`config.mk`:
```
export PLATFORM = sky130hd
export DESIGN_NAME = pagpio_top
export DESIGN_NICKNAME = d
export VERILOG_FILES = /design/src/pagpio_pkg.sv /design/src/pagpio_top.sv
export VERILOG_INCLUDE_DIRS = /design/src
export SDC_FILE = /design/constraint.sdc
export NUM_CORES = 1
export LEC_CHECK = 0
export ABC_AREA = 1
export ABC_CLOCK_PERIOD_IN_PS = 2740
export BUFFER_PORTS_ARGS = -buffer_cell sky130_fd_sc_hd__buf_2
export CAP_MARGIN = 20
export CELL_PAD_IN_SITES_DETAIL_PLACEMENT = 0
export CELL_PAD_IN_SITES_GLOBAL_PLACEMENT = 2
export CORE_ASPECT_RATIO = 0.7
export CORE_UTILIZATION = 33
export CTS_CLUSTER_SIZE = 14
export DETAILED_ROUTE_END_ITERATION = 10
export PLACE_DENSITY = 0.85
export SYNTH_ARGS = -nofsm -noshare
export SYNTH_HDL_FRONTEND = slang
export SYNTH_SLANG_ARGS = --single-unit
```
`constraint.sdc`:
```
create_clock -name clk_sys -period 2.74 [get_ports clk_sys]
set_input_delay 0 -clock clk_sys [delete_from_list [all_inputs] [get_ports clk_sys]]
set_output_delay 0 -clock clk_sys [all_outputs]
set_load 0.05 [all_outputs]
```
`src/pagpio_consts.svh`:
```
// register offsets, reset values and field positions of the port a low-pin block
`ifndef PAGPIO_CONSTS_SVH
`define PAGPIO_CONSTS_SVH

`define PAGPIO_ADDR_W 3
`define PAGPIO_DATA_W 8
`define PAGPIO_PINS 6

`define PAGPIO_OFS_DATA 3'h0
`define PAGPIO_OFS_DIR 3'h1
`define PAGPIO_OFS_PULL 3'h2
`define PAGPIO_OFS_DIER 3'h3
`define PAGPIO_OFS_PIN 3'h4
`define PAGPIO_OFS_ALTFN 3'h5
`define PAGPIO_OFS_STAT 3'h6
`define PAGPIO_OFS_MASK 3'h7

`define PAGPIO_RST_DATA 6'h00
`define PAGPIO_RST_DIR 6'h00
`define PAGPIO_RST_PULL 5'h00
`define PAGPIO_RST_DIER 6'h3f
`define PAGPIO_RST_ALTFN 6'h00
`define PAGPIO_RST_MASK 2'h0

`define PAGPIO_ALT_PWM2 0
`define PAGPIO_ALT_PWM3 1
`define PAGPIO_ALT_PWM4 2
`define PAGPIO_ALT_HALL5 3
`define PAGPIO_ALT_RST5 4
`define PAGPIO_ALT_CAP5 5

`define PAGPIO_ST_EXT0 0
`define PAGPIO_ST_WAKE 1

`endif

```
`src/pagpio_pkg.sv`:
```
// types shared by the port a low-pin block
`include "pagpio_consts.svh"

package pagpio_pkg;

    typedef struct packed {
        logic [`PAGPIO_ADDR_W-1:0] addr;
        logic [`PAGPIO_DATA_W-1:0] wdata;
        logic we;
        logic re;
    } pagpio_bus_t;

    typedef struct packed {
        logic [`PAGPIO_PINS-1:0] out;
        logic [`PAGPIO_PINS-1:0] oe;
        logic [`PAGPIO_PINS-1:0] pu;
    } pagpio_pad_t;

endpackage

```
`src/pagpio_top.sv`:
```
// pad-side logic for port a bits 0 to 5: direction, pull-ups, alternates, wake and edge irq
`timescale 1ns/10ps
`default_nettype none
`include "pagpio_consts.svh"

module pagpio_top
    import pagpio_pkg::*;
(
    // clock and reset
    input wire logic clk_sys,
    input wire logic srst,
    // register port
    input wire pagpio_bus_t bus_req,
    output logic [`PAGPIO_DATA_W-1:0] rdata,
    // pads
    input wire logic [`PAGPIO_PINS-1:0] pad_in,
    output pagpio_pad_t pad,
    // alternate sources and system state
    input wire logic pwm_in,
    input wire logic hall_comparator_out,
    input wire logic sleep_mode,
    // events and alternate sinks
    output logic external_irq_line0,
    output logic wake_req,
    output logic pulse_capture_in,
    output logic hw_reset_n,
    output logic irq
);

    // =========================================================
    // register file
    logic [5:0] data_q;
    logic [5:0] dir_q;
    logic [4:0] pull_q;
    logic [5:0] dier_q;
    logic [5:0] altfn_q;
    logic [1:0] mask_q;
    logic [1:0] status_q;
    logic [1:0] status_d;
    logic [`PAGPIO_DATA_W-1:0] rdata_q;
    logic wr_hit;

    assign wr_hit = bus_req.we;

    always_ff @(posedge clk_sys) begin
        if (srst) begin
            data_q <= `PAGPIO_RST_DATA;
            dir_q <= `PAGPIO_RST_DIR;
            pull_q <= `PAGPIO_RST_PULL;
            dier_q <= `PAGPIO_RST_DIER;
            altfn_q <= `PAGPIO_RST_ALTFN;
            mask_q <= `PAGPIO_RST_MASK;
        end else if (wr_hit) begin
            case (bus_req.addr)
                `PAGPIO_OFS_DATA: data_q <= bus_req.wdata[5:0];
                `PAGPIO_OFS_DIR: dir_q <= bus_req.wdata[5:0];
                `PAGPIO_OFS_PULL: pull_q <= bus_req.wdata[4:0];
                `PAGPIO_OFS_DIER: dier_q <= bus_req.wdata[5:0];
                `PAGPIO_OFS_ALTFN: altfn_q <= bus_req.wdata[5:0];
                `PAGPIO_OFS_MASK: mask_q <= bus_req.wdata[1:0];
                default: ;
            endcase
        end
    end

    // =========================================================
    // pin synchroniser, stage one feeds stage two only
    logic [5:0] pin_s1_q;
    logic [5:0] pin_s2_q;
    logic [5:0] pin_s3_q;
    logic [5:0] pin_gated;
    logic [5:0] pin_chg;

    always_ff @(posedge clk_sys) begin
        if (srst) begin
            pin_s1_q <= 6'h00;
            pin_s2_q <= 6'h00;
            pin_s3_q <= 6'h00;
        end else begin
            pin_s1_q <= pad_in;
            pin_s2_q <= pin_s1_q;
            pin_s3_q <= pin_s2_q;
        end
    end

    // a disabled input buffer reads as zero and can neither wake nor interrupt
    assign pin_gated = pin_s2_q & dier_q;
    assign pin_chg = (pin_s2_q ^ pin_s3_q) & dier_q;

    // =========================================================
    // events
    logic ext0_ev;
    logic wake_ev;
    logic ext_irq_q;
    logic wake_q;

    assign ext0_ev = pin_chg[0];
    assign wake_ev = sleep_mode & (|pin_chg);

    always_ff @(posedge clk_sys) begin
        if (srst) begin
            ext_irq_q <= 1'b0;
            wake_q <= 1'b0;
        end else begin
            ext_irq_q <= ext0_ev;
            wake_q <= wake_ev;
        end
    end

    // =========================================================
    // sticky status, cleared by read; a new event in the read cycle survives
    logic stat_rd;
    logic irq_q;

    assign stat_rd = bus_req.re && (bus_req.addr == `PAGPIO_OFS_STAT);

    always_comb begin
        status_d = stat_rd ? 2'h0 : status_q;
        if (ext0_ev) begin
            status_d[`PAGPIO_ST_EXT0] = 1'b1;
        end
        if (wake_ev) begin
            status_d[`PAGPIO_ST_WAKE] = 1'b1;
        end
    end

    always_ff @(posedge clk_sys) begin
        if (srst) begin
            status_q <= 2'h0;
            irq_q <= 1'b0;
        end else begin
            status_q <= status_d;
            irq_q <= |(status_d & mask_q);
        end
    end

    // =========================================================
    // read port, data one cycle after the strobe
    always_ff @(posedge clk_sys) begin
        if (srst) begin
            rdata_q <= 8'h00;
        end else if (bus_req.re) begin
            case (bus_req.addr)
                `PAGPIO_OFS_DATA: rdata_q <= {2'h0, data_q};
                `PAGPIO_OFS_DIR: rdata_q <= {2'h0, dir_q};
                `PAGPIO_OFS_PULL: rdata_q <= {3'h0, pull_q};
                `PAGPIO_OFS_DIER: rdata_q <= {2'h0, dier_q};
                `PAGPIO_OFS_PIN: rdata_q <= {2'h0, pin_gated};
                `PAGPIO_OFS_ALTFN: rdata_q <= {2'h0, altfn_q};
                `PAGPIO_OFS_STAT: rdata_q <= {6'h00, status_q};
                `PAGPIO_OFS_MASK: rdata_q <= {6'h00, mask_q};
                default: rdata_q <= 8'h00;
            endcase
        end else begin
            rdata_q <= 8'h00;
        end
    end

    // =========================================================
    // pad drive
    pagpio_pad_t pad_d;
    pagpio_pad_t pad_q;
    logic [2:0] pwm_sel;
    logic hall_sel;
    logic rst_sel;
    logic cap_q;
    logic hw_rst_n_q;

    assign pwm_sel = altfn_q[`PAGPIO_ALT_PWM4:`PAGPIO_ALT_PWM2];
    assign rst_sel = altfn_q[`PAGPIO_ALT_RST5];
    assign hall_sel = altfn_q[`PAGPIO_ALT_HALL5] & ~rst_sel;

    always_comb begin
        // push-pull low bits, pull-up only while the pin is an input
        pad_d.out[4:0] = data_q[4:0];
        pad_d.oe[4:0] = dir_q[4:0];
        pad_d.pu[4:0] = pull_q & ~dir_q[4:0];
        for (int i = 0; i < 3; i++) begin
            if (pwm_sel[i]) begin
                pad_d.out[i+2] = pwm_in;
                pad_d.oe[i+2] = 1'b1;
                pad_d.pu[i+2] = 1'b0;
            end
        end
        // bit 5 only ever sinks; reset mode keeps it a pure input
        pad_d.out[5] = 1'b0;
        pad_d.pu[5] = 1'b0;
        if (rst_sel) begin
            pad_d.oe[5] = 1'b0;
        end else if (hall_sel) begin
            pad_d.oe[5] = ~hall_comparator_out;
        end else begin
            pad_d.oe[5] = dir_q[5] & ~data_q[5];
        end
    end

    always_ff @(posedge clk_sys) begin
        if (srst) begin
            pad_q <= '0;
            cap_q <= 1'b0;
            hw_rst_n_q <= 1'b1;
        end else begin
            pad_q <= pad_d;
            cap_q <= altfn_q[`PAGPIO_ALT_CAP5] ? pin_gated[5] : pin_gated[0];
            hw_rst_n_q <= rst_sel ? pin_s2_q[5] : 1'b1;
        end
    end

    assign pad = pad_q;
    assign rdata = rdata_q;
    assign external_irq_line0 = ext_irq_q;
    assign wake_req = wake_q;
    assign pulse_capture_in = cap_q;
    assign hw_reset_n = hw_rst_n_q;
    assign irq = irq_q;
endmodule

`default_nettype wire

```
Yosys cells after proc, flatten, opt, wreduce, memory -nomap -nowiden --
Cells that the tools add are included.
Operators by class: equality and inequality tests 7, mux-type cells 12, bitwise logic cells 13, reduce and logical (&&, ||, !) cells 16
Operators with widths (count):
- one-hot mux 8 bit (8 select lines) | 1
- OR reduction 2 bit | 7
- AND 6 bit | 2
- == test 3 bit (second input constant) | 4
- AND reduction 2 bit | 6
- two-way mux 1 bit | 10
- == test 3 x 2 -> 1 bit (second input constant) | 2
- OR reduction 6 bit | 1
- XOR 6 bit | 1
- AND 5 bit | 1
- inverter 5 bit | 1
- inverter 1 bit | 4
- AND 1 bit | 3
- == test 3 x 1 -> 1 bit (second input constant) | 1
- zero test 3 bit | 1
- AND 2 bit | 1
- two-way mux 2 bit | 1
- logical AND 1 bit | 1
Storage, ports and cells: register bits 82, input port bits 24, output and inout bits 31

Logic depth before layout (Yosys ltp) --
Gate-level depths: netlist of the first run.
depth in word-level cells 7, mapped depth 9, mapped depth without buffers 9

Least setup slack after synthesis of the first run --
Ideal clock, no wire load.
kind register to register, start register pin_s2_q[0], end register irq_q, in the netlist irq, setup time 112 ps, arrival time 845 ps, data required time 2628 ps, setup slack 1783 ps, stages on the path, launching flop included 10, buffers on the path 0, period minus slack after synthesis 957 ps, cells stage by stage dfxtp_1 nand2_1 nand2_1 nor2_1 nor2_1 nand3_1 nand2_1 nand2_1 nand2_1 nand2_1
On the way: longest elaborated chain between the ends 7, elaborated cells between the ends (all ways) 8, those cells by class 2 x mux; 4 x bitwise; 2 x reduce/logical
Ends and longest elaborated chain:
- start, declared | RTL line pagpio_top.sv:69 | logic [5:0] pin_s2_q;
- start signal, assigned | RTL line pagpio_top.sv:81 | pin_s2_q <= pin_s1_q;
- XOR 6 bit (*) | RTL line pagpio_top.sv:88 | assign pin_chg = (pin_s2_q ^ pin_s3_q) & dier_q;
- AND 6 bit (*) | RTL line pagpio_top.sv:88
- OR reduction 6 bit | RTL line pagpio_top.sv:98 | assign wake_ev = sleep_mode & (|pin_chg);
- AND 1 bit | RTL line pagpio_top.sv:98
- two-way mux 1 bit | RTL line pagpio_top.sv:122 | if (wake_ev) begin
- AND 2 bit (*) | RTL line pagpio_top.sv:133 | irq_q <= |(status_d & mask_q);
- OR reduction 2 bit (*) | RTL line pagpio_top.sv:133
- end signal, assigned | RTL line pagpio_top.sv:133
- end, declared | RTL line pagpio_top.sv:113 | logic irq_q;
Every way passes the cells marked *; elsewhere a longest branch is shown, timed or not. A chain may end at the register's enable or synchronous reset.

Worst setup path in the final report of the first run --
start input port bus_req[1] (netlist bit), end register altfn_q[4]
On the way: longest elaborated chain between the ends 1
Ends and longest elaborated chain:
- start, declared | RTL line pagpio_top.sv:13 | input wire pagpio_bus_t bus_req,
- AND reduction 2 bit (no source line)
- end signal, assigned | RTL line pagpio_top.sv:51 | altfn_q <= `PAGPIO_RST_ALTFN;
- end signal, assigned | RTL line pagpio_top.sv:59 | `PAGPIO_OFS_ALTFN: altfn_q <= bus_req.wdata[5:0];
- end, declared | RTL line pagpio_top.sv:36 | logic [5:0] altfn_q;
Every way passes these cells.

==> results of run 1 <==
-- Yosys cell counts --
library cell | number | area [um2]
nor2_1 | 73 | 274
a21oi_1 | 33 | 165
o21ai_1 | 8 | 40.0
nand3_1 | 14 | 70.1
nor3_2 | 1 | 10.0
o21ai_0 | 39 | 195
buf_6 | 1 | 11.3
nor2_2 | 1 | 6.26
inv_1 | 50 | 188
a211oi_1 | 1 | 7.51
inv_4 | 1 | 6.26
a2111oi_0 | 1 | 8.76
nand2_1 | 44 | 165
buf_2 | 1 | 5.00
clkbuf_1 | 8 | 30.0
buf_4 | 4 | 30.0
nor2_4 | 1 | 11.3
o22ai_1 | 2 | 12.5
o211ai_1 | 1 | 7.51
nor2_8 | 1 | 20.0
nand4_1 | 2 | 12.5
conb_1 | 1 | 3.75
nor4_1 | 3 | 18.8
nor3_1 | 1 | 5.00
dfxtp_1 | 78 | 1560
inv_2 | 5 | 18.8
nor3_4 | 1 | 16.3
-- flip-flops by register name, summed over array words and instances (netlist names), 2 cells and up --
register and flops:
pin_s3_q 6, pin_s1_q 6, dir_q 6, pin_s2_q 6, altfn_q 6, rdata 6, mask_q 2, dier_q 6
data_q 6, status_q 2, pad 16, pull_q 5
-- per-stage QoR --
step,instances,hold WS [ps]
2_1_floorplan,379,89.7
3_3_place_gp,536,204
3_5_place_dp,536,210
4_1_cts,567,51.1
5_1_grt,567,96.8
6_report,567,66.0
-- per-layer routing --
| metal | share of wire, % | up-vias | GRT usage, % |
|---|---|---|---|
| li1 | - | 1322 | - |
| met1 | 54 | 1158 | 24.3 |
| met2 | 40 | 55 | 23.8 |
| met3 | 4.9 | 11 | 5.28 |
| met4 | 1.6 | 0 | 6.62 |
| met5 | 0 | - | 0 |
-- power groups by stage --
stage               logic, mW  registers (mW)  clock network [mW]
floorplan               0.117            1.26                   0
global placement        0.225            1.22                   0
detailed placement      0.227            1.22                   0
CTS                     0.245            1.20                1.12
global route            0.271            1.20                1.16
finish                  0.244            1.20                1.08
-- path summary, 6_finish.rpt --
kind	from	to	slack (ps)	depth (start not counted)
max	bus_req[1]	altfn_q[4]$_SDFFE_PP0P_	1420	5
min	bus_req[0]	status_q[1]$_SDFF_PP0_	70	4
max reg2reg	pin_s2_q[0]$_SDFF_PP0_	irq$_SDFF_PP0_	1570	9
min reg2reg	pin_s1_q[4]$_SDFF_PP0_	pin_s2_q[4]$_SDFF_PP0_	400	2
-- timing repair --
item | CTS | global route
hold buffers | 16 | 0
gates resized for setup | 0 | 0
hold endpoints to repair | 27 | 0
-- cell type report --
class / count / area [um2] / area share, %
Inverter: 56 / 213 / 5.78
Tap cell: 120 / 150 / 4.08
Clock buffer: 14 / 264 / 7.18
Timing Repair Buffer: 67 / 423 / 11.5
Multi-Input combinational cell: 231 / 1060 / 28.9
Clock inverter: 1 / 5.00 / 0.136
Sequential cell: 78 / 1560 / 42.5
-- worst max-delay path: cells and delay by family --
kind	cells	cell delay (ps)
AND/OR/NAND/NOR	1	430
AO/OA/AOI/OAI	2	390
buffers and inverters	2	690
-- kinds of logic (layout without fill, tap and decap cells) --
| logic type | Yosys count | count (layout) |
|---|---|---|
| buffers and inverters | 70 | 138 |
| AND/OR/NAND/NOR | 142 | 142 |
| other | 1 | 4 |
| flip-flops | 78 | 78 |
| AO/OA/AOI/OAI | 85 | 85 |
==> flow_summary_export.csv, run 1 <==
group,metric,value,unit
placement,io_buffers,48,
final_layout,drive_above_1_share,16.6,%
floorplanning,ioPinCount,55,
logic_synthesis,synth_compound_area_share,15.1,%
timing,period_share,48.1,%
logic_synthesis,synthCells,376,
critical_path,slowest_stage,"dlygate4sd3_1",
floorplanning,initial_utilization,34.2,%
critical_path,crit_chain,"dlygate4sd3_1 > buf_2 > nand4_1 > o21ai_0 > a21oi_1",
pwr,leakagePower,1.67,nW
routing,avgViaCountPerCell,4.49,
timing,hold_viol_final,0,
routing,dr_total_vias,2546,
logic_synthesis,synth-seq-cells,78,
pwr,p_comb_share,9.7,%
placement,dp_hpwl,5010,um
global_route,grt_first_pass_wirelength,11500,um
pwr,peakVddDrop,0.420,mV
placement,placed_area,0.00325,mm2
logic_synthesis,synth_fa_ha_area_share,0,%
hold_path,worst_hold_path_type,"in -> reg",
logic_synthesis,synth.yosys.warnings,0,
final_layout,layout.cells.most_common,"dfxtp_1",
routing,routed_wl,7060,um
final_layout,final_cell_area,0.00368,mm2
timing,min_period,1320,ps
global_route,antenna_found_initial,0,
critical_path,path_max_fanout,12,
logic_synthesis,synth-xor-area-share,0,%
timing,max_freq,758,MHz
logic_synthesis,yosysSeqAreaShare,53.8,%
timing,fin_ws,1420,ps
logic_synthesis,synth.area.mux_share,0,%
critical_path,crit_arrival,1520,ps
logic_synthesis,synth_top_family_by_area,"simple AND/OR/NAND/NOR gates",
clock_tree,cts_buffer_depth,2,
clock_tree,clkTransAtPathRegs,50,ps
routing,drtAntennaViolNets,0,
floorplanning,die_w,114,um
critical_path,worst-setup-path-type,"in -> reg",
global_route,grt-ovfl-total,0,
floorplanning,core_area,0.00848,mm2
global_route,grt_usage,17.1,%
floorplanning,rows,28,
routing,first_iter_violations,140,
floorplanning,die_y,80.4,um
critical_path,max_stage_delay,520,ps
pwr,total_power,2.52,mW
clock_tree,cts_buffers,9,
critical_path,crit_path_end_kind,"register",
placement,gp_congestion,0.782,
global_route,first_global_vias,2288,
timing,slew_headroom,66.3,%
pwr,switchingPower,0.613,mW
timing,drv_slew,0,
clock_tree,clock_sinks,78,
clock_tree,cts_tree,"done",
logic_synthesis,syn_area,0.00290,mm2
clock_tree,cts-root-buf,"clkbuf_16",
final_layout,final_util,43.4,%
routing,wl_per_cell,12.5,um
logic_synthesis,synth-simple-area-share,21.0,%
logic_synthesis,ys_types,27,
clock_tree,cts.htree.levels,3,
clock_tree,post_cts_buffers,0,
timing,fin_tns_setup,0,ps
pwr,p_int,1.91,mW
job,maxCapViolCount,0,
final_layout,final_cell_mix,"78 x dfxtp_1, 73 x nor2_1, 50 x inv_1, 48 x buf_2, 44 x nand2_1",
timing,rsz0062_at_grt,"false",
status,outcome,"completed",
clock_tree,insertion_delay,330,ps
pwr,powerDensity,686,mW/mm2
global_route,grt_max_degree,33,
final_layout,fillers,910,
pwr,seq_power_share,47.5,%
critical_path,startpoint_type,"input port",
placement,place_ws,1290,ps
final_layout,diodes,0,
final_layout,area_growth,26.8,%
floorplanning,die_area,0.00917,mm2
logic_synthesis,avgSynthCellArea,7.71,um2
final_layout,final_nets,467,
timing,setup_viol,0,
timing,skew,4.30,ps
routing,route.detailed.drc,0,
pwr,clkPwrFrac,42.9,%
timing,tightest_slew,504,ps
critical_path,worst_ep_required_time,2940,ps
pwr,switching_share,24.3,%
routing,drt_first_pass_iters,4,
Power figures use the tool's default switching activity.
==> inputs of run 2 (changes only) <==
Settings changed: ABC_CLOCK_PERIOD_IN_PS 2740 to 1200, CORE_UTILIZATION 33 to 28, PLACE_DENSITY 0.85 to 0.77.
Clock period 2.74 ns to 1.2 ns, I/O delays scaled along.
==> run 2 against run 1 <==
Effect of this change:
- via count up 0.94%
- first-iteration DRC count up 44%
- clock power rose to 2.6 times the previous value
- die area up 17%
- largest cell class unchanged
- register-to-register slack worse by 1500 ps
- critical endpoint is now rdata[1]$_SDFF_PP0_
- global-route usage down 0.57 points
- critical path depth up 1
- wire length up 14%
- sequential share of layout area down 2.0 points
==> flow_summary_export.csv, run 2 (synthesis results as in run 1) <==
group,metric,value,unit
status,outcome,"completed",
floorplanning,die_w,124,um
clock_tree,clkTransAtPathRegs,60,ps
placement,dp_hpwl,5820,um
critical_path,worst-setup-path-type,"reg -> reg",
pwr,peakVddDrop,0.698,mV
placement,io_buffers,48,
final_layout,area_growth,33.7,%
global_route,grt_first_pass_wirelength,12800,um
floorplanning,ioPinCount,55,
floorplanning,rows,30,
critical_path,crit_path_end_kind,"register",
routing,route.detailed.drc,0,
floorplanning,core_area,0.00987,mm2
timing,drv_slew,0,
timing,fin_tns_setup,0,ps
final_layout,layout.cells.most_common,"dfxtp_1",
routing,drt_first_pass_iters,4,
global_route,antenna_found_initial,0,
pwr,seq_power_share,44.1,%
timing,period_share,91.9,%
final_layout,final_nets,479,
pwr,switching_share,23.9,%
clock_tree,insertion_delay,330,ps
placement,dpl.cell_count,559,
global_route,grt_usage,16.5,%
timing,skew,3.40,ps
final_layout,fillers,1036,
critical_path,cp_top_family,"simple AND/OR/NAND/NOR gates",
critical_path,slowest_stage,"dfxtp_1",
job,maxCapViolCount,0,
clock_tree,cts_buffer_depth,2,
timing,hold_viol_final,0,
critical_path,worst_ep_required_time,1440,ps
floorplanning,die_y,87.2,um
pwr,leakagePower,1.77,nW
clock_tree,cts.htree.levels,3,
pwr,p_comb_share,9.9,%
critical_path,path_buf_inv,2,
final_layout,largest_reg_flops,16,
routing,first_iter_violations,201,
critical_path,crit_arrival,1340,ps
pwr,total_power,6.21,mW
global_route,first_global_vias,2467,
routing,routed_wl,8020,um
floorplanning,die_area,0.0108,mm2
timing,rsz0062_at_grt,"true",
timing,holdWs,20.6,ps
clock_tree,clock_sinks,78,
final_layout,final_util,39.3,%
critical_path,path_max_fanout,2,
pwr,p_int,4.73,mW
critical_path,cp_common_cell,"inv_1",
clock_tree,cts_tree,"done",
floorplanning,initial_utilization,29.4,%
pwr,powerDensity,1600,mW/mm2
timing,max_freq,906,MHz
final_layout,drive_above_1_share,23.5,%
hold_path,worst_hold_path_type,"in -> reg",
pwr,clkPwrFrac,46.0,%
timing,setup_viol,0,
critical_path,max_stage_delay,320,ps
routing,avgViaCountPerCell,4.37,
clock_tree,cts-root-buf,"clkbuf_16",
critical_path,crit_chain,"inv_1 > nor2_1 > a21oi_1 > nand4_1 > nand2_1 > inv_1",
global_route,grt-ovfl-total,0,
final_layout,final_cell_mix,"71 x dfxtp_1, 69 x nor2_1, 49 x inv_1, 48 x buf_2, 41 x nand2_1",
pwr,switchingPower,1.48,mW
critical_path,startpoint_type,"register",
clock_tree,cts_buffers,9,
final_layout,fin_cells,588,
placement,gp_congestion,0.786,
clock_tree,post_cts_buffers,0,
routing,dr_total_vias,2570,
timing,min_period,1100,ps
routing,wl_per_cell,13.6,um
global_route,grt_max_degree,35,
routing,drtAntennaViolNets,0,
final_layout,diodes,0,
run 2: cell count changes in the layout (fill, tap and decap cells not counted), sizes merged:
| cell | change |
|---|---|
| clkinv | -1 |
| clkinvlp | +1 |
| dlygate4sd3 | -3 |
| buf | +15 |
| bufinv | +1 |
run 2: area by class of cell:
cell class	instances	area, um2	area share (%)
clock buffers	14	284	7.32
clock inverters	2	37.5	0.968
inverters	56	213	5.48
multi-input cells	231	1080	27.9
flip-flops and latches	78	1570	40.5
well taps	128	160	4.13
repair buffers	79	531	13.7
run 2: power groups by stage:
| stage | clock, mW | combinational (mW) | sequential (mW) |
|---|---|---|---|
| final | 2.86 | 0.615 | 2.73 |
| after global placement | 0 | 0.571 | 2.79 |
| after CTS | 2.94 | 0.607 | 2.73 |
| after global routing | 3.09 | 0.678 | 2.74 |
| after detailed placement | 0 | 0.573 | 2.79 |
| after floorplan | 0 | 0.267 | 2.88 |
run 2: routing by layer:
layer  part of all wire (%)  track usage [%]  vias to the layer above  wire [um]
met5                      0                0                        -          0
met4                   0.61             5.15                        0         49
met3                    6.8             6.09                        4        542
met2                     41             23.1                       63       3270
met1                     52             23.2                     1159       4160
li1                       -                -                     1344          -
run 2: repair_timing:
item	CTS	global route
endpoints found under the setup margin	0	2
hold buffers	13	0
hold endpoints to repair	22	0
gates resized for setup	0	16
run 2: final timing paths:
check,start,to,slack [ps],depth (start not counted)
worst max-delay path,mask_q[1]$_SDFFE_PP0P_,rdata[1]$_SDFF_PP0_,100,6
worst min-delay path,hall_comparator_out,pad[11]$_SDFF_PP0_,20,3
worst max register to register,mask_q[1]$_SDFFE_PP0P_,rdata[1]$_SDFF_PP0_,100,6
worst min register to register,pin_s1_q[5]$_SDFF_PP0_,pin_s2_q[5]$_SDFF_PP0_,390,2
run 2: stage by stage:
stage          setup WS [ps]  cell area, um2
4_1_cts                 25.0            3850
6_report                96.6            3880
3_5_place_dp            43.8            3400
3_3_place_gp            57.1            3400
5_1_grt                -19.3            3880
2_1_floorplan            243            2910
run 2: worst reg2reg max path: cells and delay by family, from the launching register on:
family / cells / cell delay (ps)
AND/OR/NAND/NOR: 3 / 390
flip-flops: 1 / 320
AO/OA/AOI/OAI: 1 / 180
buffers and inverters: 2 / 120
